<file path="config.mk">
export PLATFORM = sky130hd
export DESIGN_NAME = pir_top
export DESIGN_NICKNAME = d
export VERILOG_FILES = /design/src/design/pir_pkg.sv /design/src/design/pir_top.sv
export SDC_FILE = /design/constraint.sdc
export NUM_CORES = 1
export LEC_CHECK = 0
export BUFFER_PORTS_ARGS = -buffer_cell sky130_fd_sc_hd__buf_2
export CAP_MARGIN = 20
export CORE_ASPECT_RATIO = 0.9
export CORE_MARGIN = 4
export CORE_UTILIZATION = 35
export DETAILED_ROUTE_END_ITERATION = 6
export SLEW_MARGIN = 20
export SYNTH_ARGS = -nofsm -noshare
export SYNTH_HDL_FRONTEND = slang
export SYNTH_SLANG_ARGS = --single-unit
</file>
<file path="constraint.sdc">
create_clock -name mclk -period 2.6 [get_ports mclk]
set_input_delay 0.52 -clock mclk [delete_from_list [all_inputs] [get_ports mclk]]
set_output_delay 0.52 -clock mclk [all_outputs]
set_load 0.01 [all_outputs]
</file>
<file path="src/design/pir_pkg.sv">
// Purpose: constants for the product information register bank
// Assumes: 32-bit read data, 17-bit register address
// Notes: identity codes here are arbitrary neutral values
package pir_pkg;
   localparam int unsigned ADDR_W = 17;
   localparam int unsigned DATA_W = 32;
   localparam int unsigned STRAP_W = 7;
   // register offset
   localparam logic [16:0] PART_ID_OFS = 17'h00000;
   // field positions
   localparam int unsigned PROD_HI_LSB = 26;
   localparam int unsigned REV_HI_LSB = 24;
   localparam int unsigned UNUSED_BIT = 23;
   localparam int unsigned STRAP_LSB = 16;
   localparam int unsigned RSVD_STRAP_BIT = 3;
   localparam int unsigned BUF_SIZE_LSB = 8;
   localparam int unsigned PROD_LO_LSB = 2;
   localparam int unsigned REV_LO_LSB = 0;
   // product code, value is arbitrary
   localparam logic [5:0] PRODUCT_CODE = 6'h15;
   // revision code, value is arbitrary
   localparam logic [1:0] REVISION_CODE = 2'h2;
   // buffer size in 4k units: 160 kbyte / 4 kbyte
   localparam int unsigned BUF_KBYTES = 160;
   localparam int unsigned BUF_UNIT_KBYTES = 4;
   localparam logic [7:0] BUF_SIZE_UNITS = 8'(BUF_KBYTES / BUF_UNIT_KBYTES);
   // values after reset
   localparam logic [31:0] RDATA_RST = 32'h00000000;
   localparam logic [6:0] STRAP_RST = 7'h00;
   // bus strobe state
   typedef enum logic [2:0] {
      PIR_IDLE = 3'b001,
      PIR_READ = 3'b010,
      PIR_WRITE = 3'b100
   } pir_bus_t;
endpackage

</file>
<file path="src/design/pir_top.sv">
// Purpose: read-only product information register at offset zero
// Assumes: host pins are asynchronous and, except wdata, pass two flip-flops first
// Notes: answer appears on the third rising clock after a strobe falls at the pins
// Notes: write data is taken and dropped, the word never changes after the straps are caught

// What this block does
// straps latched at reset release, read bits 22-16
// reserved strap three, bit 19, reads one
// bits 15-8 give buffer size, 28h
// six-bit product code in two lanes
// two-bit revision code in two lanes
// outputs and latched straps clear to zero at reset, tracker to idle; synchronisers are not reset
// host selects registers with both selects low
// writes taken but ignored, bit 23 zero
module pir_top (
   input wire logic mclk,
   input wire logic rst,
   input wire logic cs_n,
   input wire logic mr_n,
   input wire logic rd_n,
   input wire logic we_n,
   input wire logic [16:0] addr,
   input wire logic [31:0] wdata,
   input wire logic [6:0] config_strap_pins,
   output logic [31:0] rdata_r,
   output logic ack_r
);
   logic [1:0] cs_n_s, mr_n_s, rd_n_s, we_n_s;
   logic [16:0] addr_s1, addr_s2;
   logic [6:0] strap_s1, strap_s2;
   logic rst_q;
   logic [6:0] strap_r;
   pir_pkg::pir_bus_t bus_r, bus_nxt;
   logic sel, hit;
   logic [31:0] word;

   // word as read back from the register
   function automatic logic [31:0] id_word(input logic [6:0] straps);
      logic [31:0] w;
      w = 32'h00000000;
      w[pir_pkg::PROD_HI_LSB +: 6] = pir_pkg::PRODUCT_CODE;
      w[pir_pkg::PROD_LO_LSB +: 6] = pir_pkg::PRODUCT_CODE;
      w[pir_pkg::REV_HI_LSB +: 2] = pir_pkg::REVISION_CODE;
      w[pir_pkg::REV_LO_LSB +: 2] = pir_pkg::REVISION_CODE;
      w[pir_pkg::STRAP_LSB +: 7] = straps;
      w[pir_pkg::STRAP_LSB + pir_pkg::RSVD_STRAP_BIT] = 1'b1;
      w[pir_pkg::BUF_SIZE_LSB +: 8] = pir_pkg::BUF_SIZE_UNITS;
      w[pir_pkg::UNUSED_BIT] = 1'b0;
      return w;
   endfunction

   // two-flop synchronisers on every host pin except wdata, data only
   always_ff @(posedge mclk) begin
      cs_n_s <= {cs_n_s[0], cs_n};
      mr_n_s <= {mr_n_s[0], mr_n};
      rd_n_s <= {rd_n_s[0], rd_n};
      we_n_s <= {we_n_s[0], we_n};
      addr_s1 <= addr;
      addr_s2 <= addr_s1;
   end

   // strap pins sampled all the time, also through reset
   always_ff @(posedge mclk) begin
      strap_s1 <= config_strap_pins;
      strap_s2 <= strap_s1;
   end

   // reset delayed one clock to find its release
   always_ff @(posedge mclk) begin
      rst_q <= rst;
   end

   // straps caught on the first clock after reset falls
   always_ff @(posedge mclk) begin
      if (rst) begin
         strap_r <= pir_pkg::STRAP_RST;
      end else if (rst_q) begin
         strap_r <= strap_s2;
      end
   end

   // register space selected, offset zero hit
   assign sel = !cs_n_s[1] && !mr_n_s[1];
   assign hit = sel && (addr_s2 == pir_pkg::PART_ID_OFS);
   assign word = hit ? id_word(strap_r) : 32'h00000000;

   // strobe tracking: one answer per strobe
   always_comb begin
      bus_nxt = bus_r;
      unique case (bus_r)
         pir_pkg::PIR_IDLE: begin
            if (sel && !rd_n_s[1]) begin
               bus_nxt = pir_pkg::PIR_READ;
            end else if (sel && !we_n_s[1]) begin
               bus_nxt = pir_pkg::PIR_WRITE;
            end
         end
         pir_pkg::PIR_READ: begin
            if (rd_n_s[1]) begin
               bus_nxt = pir_pkg::PIR_IDLE;
            end
         end
         pir_pkg::PIR_WRITE: begin
            if (we_n_s[1]) begin
               bus_nxt = pir_pkg::PIR_IDLE;
            end
         end
         default: begin
            bus_nxt = pir_pkg::PIR_IDLE;
         end
      endcase
   end

   // state register of the strobe tracker
   always_ff @(posedge mclk) begin
      if (rst) begin
         bus_r <= pir_pkg::PIR_IDLE;
      end else begin
         bus_r <= bus_nxt;
      end
   end

   // acknowledge pulse on entry to read or write; write data is dropped
   always_ff @(posedge mclk) begin
      if (rst) begin
         ack_r <= 1'b0;
      end else begin
         ack_r <= (bus_r == pir_pkg::PIR_IDLE) && (bus_nxt != pir_pkg::PIR_IDLE);
      end
   end

   // read data held while the read strobe stands, zero otherwise
   always_ff @(posedge mclk) begin
      if (rst) begin
         rdata_r <= pir_pkg::RDATA_RST;
      end else if (sel && !rd_n_s[1]) begin
         rdata_r <= word;
      end else begin
         rdata_r <= 32'h00000000;
      end
   end

   // product code in both lanes of every word returned
   prod_lanes_a: assert property (@(posedge mclk) disable iff (rst)
      rdata_r != 32'h00000000 |-> rdata_r[31:26] == pir_pkg::PRODUCT_CODE && rdata_r[7:2] == pir_pkg::PRODUCT_CODE)
      else $error("product code lanes wrong");

   // revision code in both lanes
   rev_lanes_a: assert property (@(posedge mclk) disable iff (rst)
      rdata_r != 32'h00000000 |-> rdata_r[25:24] == pir_pkg::REVISION_CODE && rdata_r[1:0] == pir_pkg::REVISION_CODE)
      else $error("revision code wrong");

   // reserved strap reads one, spare bit reads zero
   rsvd_strap_a: assert property (@(posedge mclk) disable iff (rst)
      rdata_r != 32'h00000000 |-> rdata_r[19] && !rdata_r[23])
      else $error("bit 19 not one or bit 23 set");

   // buffer size field
   buf_size_a: assert property (@(posedge mclk) disable iff (rst)
      rdata_r != 32'h00000000 |-> rdata_r[15:8] == 8'h28)
      else $error("buffer size field wrong");

   // strap field follows the latched levels
   strap_read_a: assert property (@(posedge mclk) disable iff (rst)
      rdata_r != 32'h00000000 |-> (rdata_r[22:16] | 7'h08) == (strap_r | 7'h08))
      else $error("strap field mismatch");

   // straps caught at the first clock after release
   strap_capture_a: assert property (@(posedge mclk)
      $fell(rst) |=> strap_r == $past(strap_s2))
      else $error("straps not caught at release");

   // straps frozen once caught
   strap_hold_a: assert property (@(posedge mclk) disable iff (rst || rst_q)
      !rst_q |=> $stable(strap_r))
      else $error("straps changed after release");

   // reset clears every output and the latched straps
   reset_clear_a: assert property (@(posedge mclk)
      rst |=> rdata_r == 32'h00000000 && !ack_r && strap_r == 7'h00)
      else $error("state not cleared by reset");

   // selected read at offset zero returns the word
   read_answer_a: assert property (@(posedge mclk) disable iff (rst)
      hit && !rd_n_s[1] |=> rdata_r == $past(word) && rdata_r != 32'h00000000)
      else $error("selected read gave no word");

   // unmapped offsets read as zero
   unmapped_zero_a: assert property (@(posedge mclk) disable iff (rst)
      sel && !hit && !rd_n_s[1] |=> rdata_r == 32'h00000000)
      else $error("unmapped read not zero");

   // read data is zero whenever no selected read stands
   idle_zero_a: assert property (@(posedge mclk) disable iff (rst)
      !(sel && !rd_n_s[1]) |=> rdata_r == 32'h00000000)
      else $error("read data not zero while idle");

   // a write strobe never puts anything on the read data
   write_quiet_a: assert property (@(posedge mclk) disable iff (rst)
      bus_r == pir_pkg::PIR_WRITE && rd_n_s[1] |=> rdata_r == 32'h00000000)
      else $error("read data moved during a write");

   // a new read strobe is acknowledged on the next clock
   read_ack_a: assert property (@(posedge mclk) disable iff (rst)
      bus_r == pir_pkg::PIR_IDLE && sel && !rd_n_s[1] |=> ack_r && bus_r == pir_pkg::PIR_READ)
      else $error("read not acknowledged");

   // write strobe gives one acknowledge pulse
   write_ack_a: assert property (@(posedge mclk) disable iff (rst)
      bus_r == pir_pkg::PIR_IDLE && sel && rd_n_s[1] && !we_n_s[1] |=> ack_r ##1 !ack_r)
      else $error("write not acknowledged once");

   // acknowledge stands for one clock only
   ack_pulse_a: assert property (@(posedge mclk) disable iff (rst)
      ack_r |=> !ack_r)
      else $error("acknowledge longer than one clock");

   // no second acknowledge while a strobe still stands
   ack_once_a: assert property (@(posedge mclk) disable iff (rst)
      bus_r != pir_pkg::PIR_IDLE |=> !ack_r)
      else $error("acknowledge repeated within one strobe");

   // nothing answered while the register space is not selected
   no_ack_unsel_a: assert property (@(posedge mclk) disable iff (rst)
      !sel |=> !ack_r)
      else $error("acknowledge without selection");

   // strobe tracker keeps a legal one-hot code
   bus_onehot_a: assert property (@(posedge mclk) disable iff (rst)
      $onehot(bus_r))
      else $error("strobe tracker code illegal");
endmodule // pir_top

</file>
# --- Word level (Yosys, flattened, before mapping) ---
# Index checks and enable logic that the tools add are counted.
totals:
  regBits: 100
  input_bits: 62
  output_inout_bits: 33
classes:
  n_eq_ne: 4
  n_mux: 6
  bitwise: 2
  reduce_logical: 12
op_table:
  columns: ["cell", "n"]
  rows:
  - ["31-bit two-way mux", 1]
  - ["17-bit logical NOT", 1]
  - ["3-bit two-way mux", 4]
  - ["3-bit one-hot mux with 3 select lines", 1]
  - ["1-bit logical AND", 5]
  - ["1-bit logical NOT", 4]
  - ["3-bit by 1-bit equality test with 1-bit output (second input constant)", 1]
  - ["3-bit by 2-bit equality test with 1-bit output (second input constant)", 1]
  - ["3-bit equality test (second input constant)", 1]
  - ["3-bit by 1-bit inequality test with 1-bit output (second input constant)", 1]
  - ["3-bit OR reduction", 1]
  - ["1-bit NOT", 2]
  - ["2-bit OR reduction", 1]

# --- Logic depth before layout (Yosys ltp) ---
depth:
  word_depth: 8
  mapped_depth: 4
  depth_no_buf: 3

# --- Worst setup path before layout ---
# Ideal clock, no wire load.
synth_timing:
  kind: "input-to-reg"
  start: "in rst"
  end: "reg bus_r[0]"
  t_arrival_ns: 1.129
  required_ns: 2.480
  path_slack_ns: 1.351
  path_stages: 4
  path_buffers: 1
  cell_sequence: "buf_6 -> nor3b_1 -> a31oi_1 -> o31a_1"
synth_lines:
  columns: ["item", "line", "rtl"]
  rows:
  - ["start, declared", "pir_top.sv:17", "input wire logic rst,"]
  - ["end signal, assigned", "pir_top.sv:117", "bus_r <= pir_pkg::PIR_IDLE;"]
  - ["end signal, assigned", "pir_top.sv:119", "bus_r <= bus_nxt;"]
  - ["end, declared", "pir_top.sv:33", "pir_pkg::pir_bus_t bus_r, bus_nxt;"]

==> summary.txt <==
Place
  – Final HPWL DP: 1780 microns
  – I/O Buffers: 46
  – Setup WS pre-CTS: 1.12 ns
  – Inst Count DP: 246
  – Final RePlAce weighted congestion: about 0.64

Worst setup path
  – Crit path largest cell delay: 0.44 ns
  – CP Max Fanout: 11
  – Slowest CP cell: dfxtp_1
  – CP cell instances: buf_2
  – Delay-heaviest family, CP: flip-flops
  – Endpoint class of the critical path: primary output
  – Worst path depth: 1
  – Buf/Inv on CP: 1
  – Worst path required time: ~2.1 ns
  – Worst EP arrival: 0.95 ns
  – Crit path launch type: flip-flop
  – R2R cell count: 3
  – Critical path class: flip-flop to primary output

GRT
  – Total GRT Usage: 0.0815
  – Grt met3 use: 0.0724
  – First-pass GRT wire length: between 3000 and 4000 microns
  – Vias in the first global route: about 900
  – Largest net degree at the start of global routing: 13
  – Most used routing layer: met2
  – GRT overflow: 0
  – Met2 usage: 0.122
  – Initial antenna violation count: 0
  – Met1 GRT Util: 0.0741

Power and ir drop
  – Sequential share of power: 0.570
  – Tot Pwr: 2.06 mW
  – Int Pwr: 1.64 mW
  – Logic gate share of total power: 0.025
  – Sw Pwr: between 0.4 and 0.5 mW
  – Switching Share: 0.202
  – Max VDD drop: 0.563 mV
  – Power per cell area: 901 nW/um^2
  – Clock share of power: 0.405
  – Leak: between 1 and 1.5 nW

Logic synthesis
  – Post-synth top area cell: dfxtp_1
  – Syn. warnings: 0
  – Sequential fraction of the synthesis area: 0.747
  – Cell area after synthesis: 1930 sq um
  – Asr flop ratio synth: 0
  – Post-synth top area share: 0.747
  – Primary FF master, synth: dfxtp_1
  – Yosys cell types: 21
  – Mapped Avg Cell Area: around 13 sq um
  – Most common cell in the synthesized netlist: dfxtp_1
  – FF+latch count, synth: 72
  – Number of synthesized flops with an enable pin: 0
  – Gate Count Post-Synth: 146
  – Synth top area cells: dfxtp_1 75%, buf_4 9.7%, mux2i_1 3.1%, nor3_1 2.3%, nor2_1 1.7%
  – Synth top cells by count: 72 x dfxtp_1, 25 x buf_4, 9 x nor2_1, 9 x nor3_1, 7 x inv_1

Drt
  – DR iter-0 viols: 17
  – Detail Route Antenna Nets: 0
  – WL/cell: about 9.5 microns
  – Routed WL: roughly 2500 microns
  – Routed via count: 1,030
  – DRC Markers: 0
  – Via density: 3.93
  – Pre-antenna DRT Iters: 2

Worst hold path
  – Worst Hold Class: input pin to flip-flop
  – Hold Path Depth: 1

Die
  – Die area: 6770 sq um
  – Die Y: 78.5 microns
  – Core Area: 5290 sq um
  – Io pins: 95
  – Die width: 86.3 microns
  – Initial Utilization: 0.365
  – # rows: 25

Timing
  – Setup Viol. Count Final: 0
  – Final Max Tran Viols: 0
  – Final worst setup slack: 1.13 ns
  – Minimum clock period: 1.47 ns
  – Post-route setup TNS: 0 ns
  – Clock Skews: ~0.0023 ns
  – RSZ-0062 raised after global routing: no
  – Final period util: 0.567
  – Fmax: around 0.68 GHz
  – Hold Fails Final Rpt: 0

Cells and area
  – Ant diodes: 0
  – Core Util, Final: 0.433
  – Share of cells above drive strength 1: 0.333
  – Final nets: 252
  – Fin cells: 262
  – Area Overhead vs Synth: 18.6%

Clocking
  – H-tree depth: 3
  – Post-CTS sizing: 0
  – Clk Latency, worst-skew pair: 0.33 ns
  – Clock sinks: 72
  – Clock Path Buffers: 2
  – Clk slew on worst S/H paths: 0.07 ns
  – CTS tree: yes
  – Cts hold-fix bufs: 0
  – Postcts setup bufs: 0
  – Root buffer cell: clkbuf_8
  – CTS Buf Count: 9

Run
  – Max-Cap Viols: 0

Outcome
  – Result of the run: complete, no violations
[through the flow]
step           hold slack, ns  cell area (sq um)
2_1_floorplan           0.310               1980
3_3_place_gp            0.311               2090
3_5_place_dp            0.312               2090
4_1_cts                 0.263               2290
5_1_grt                 0.251               2290
6_report                0.284               2290
[cell families (layout without fill, tap and decap cells)]
family / Yosys count / count (layout) / share of synthesized area
AOI/OAI and AO/OA: 5 / 5 / 0.0188
and+or+nand+nor: 28 / 28 / 0.0823
muxes: 6 / 6 / 0.0311
DFF: 72 / 72 / 0.747
other: 1 / 15 / 0.00194
buffers and inverters: 34 / 69 / 0.119
[per-layer routing]
layer | part of all wire | up-vias
met1 | 0.38 | 448
li1 | - | 522
met5 | 0 | -
met3 | 0.14 | 7
met4 | 0.016 | 0
met2 | 0.46 | 53
[final timing paths]
check / start / end / slack (ns)
max: rdata_r[28]$_SDFF_PP0_ / rdata_r[19] / 1.13
min reg2reg: strap_s1[4]$_DFF_P_ / strap_s2[4]$_DFF_P_ / 0.33
max reg2reg: addr_s2[8]$_DFF_P_ / rdata_r[16]$_SDFF_PP0_ / 1.41
min: addr[10] / addr_s1[10]$_DFF_P_ / 0.28
[power by group through the flow]
stage                     combinational [mW]  sequential, mW  clock [mW]
after floorplan                       0.0484            1.19           0
after global placement                0.0500            1.20           0
after detailed placement              0.0514            1.20           0
after CTS                             0.0516            1.18       0.871
after global routing                  0.0592            1.18       0.920
final                                 0.0513            1.17       0.836
[flip-flops by register name (all words and copies together) (netlist names)]
signal and count:
rst_q 1, strap_r 6, strap_s1 6, addr_s2 17, rdata_r 7, addr_s1 17
strap_s2 6, bus_r 3, rd_n_s 2, ack_r 1, cs_n_s 2, mr_n_s 2
we_n_s 2
[cell type report]
| class | count | area (sq um) |
|---|---|---|
| sequential | 72 | 1440 |
| fill | 496 | 3000 |
| timing repair buffer | 46 | 230 |
| clock inverter | 6 | 58.8 |
| tap | 67 | 83.8 |
| inverter | 7 | 26.3 |
| clock buffer | 10 | 138 |
| multi-input combinational | 54 | 312 |
[layout by cell type, fill, tap and decap left out, types with 2 or more instances in the layout]
cell type  instances
mux2i_1            6
nand3_1            2
clkbuf_8          10
dfxtp_1           72
inv_1              7
clkinv_2           4
nor4_1             2
buf_2             46
conb_1            15
nor4_2             2
nor3_1             9
nor2_1             9
Power figures use the tool's default switching activity.
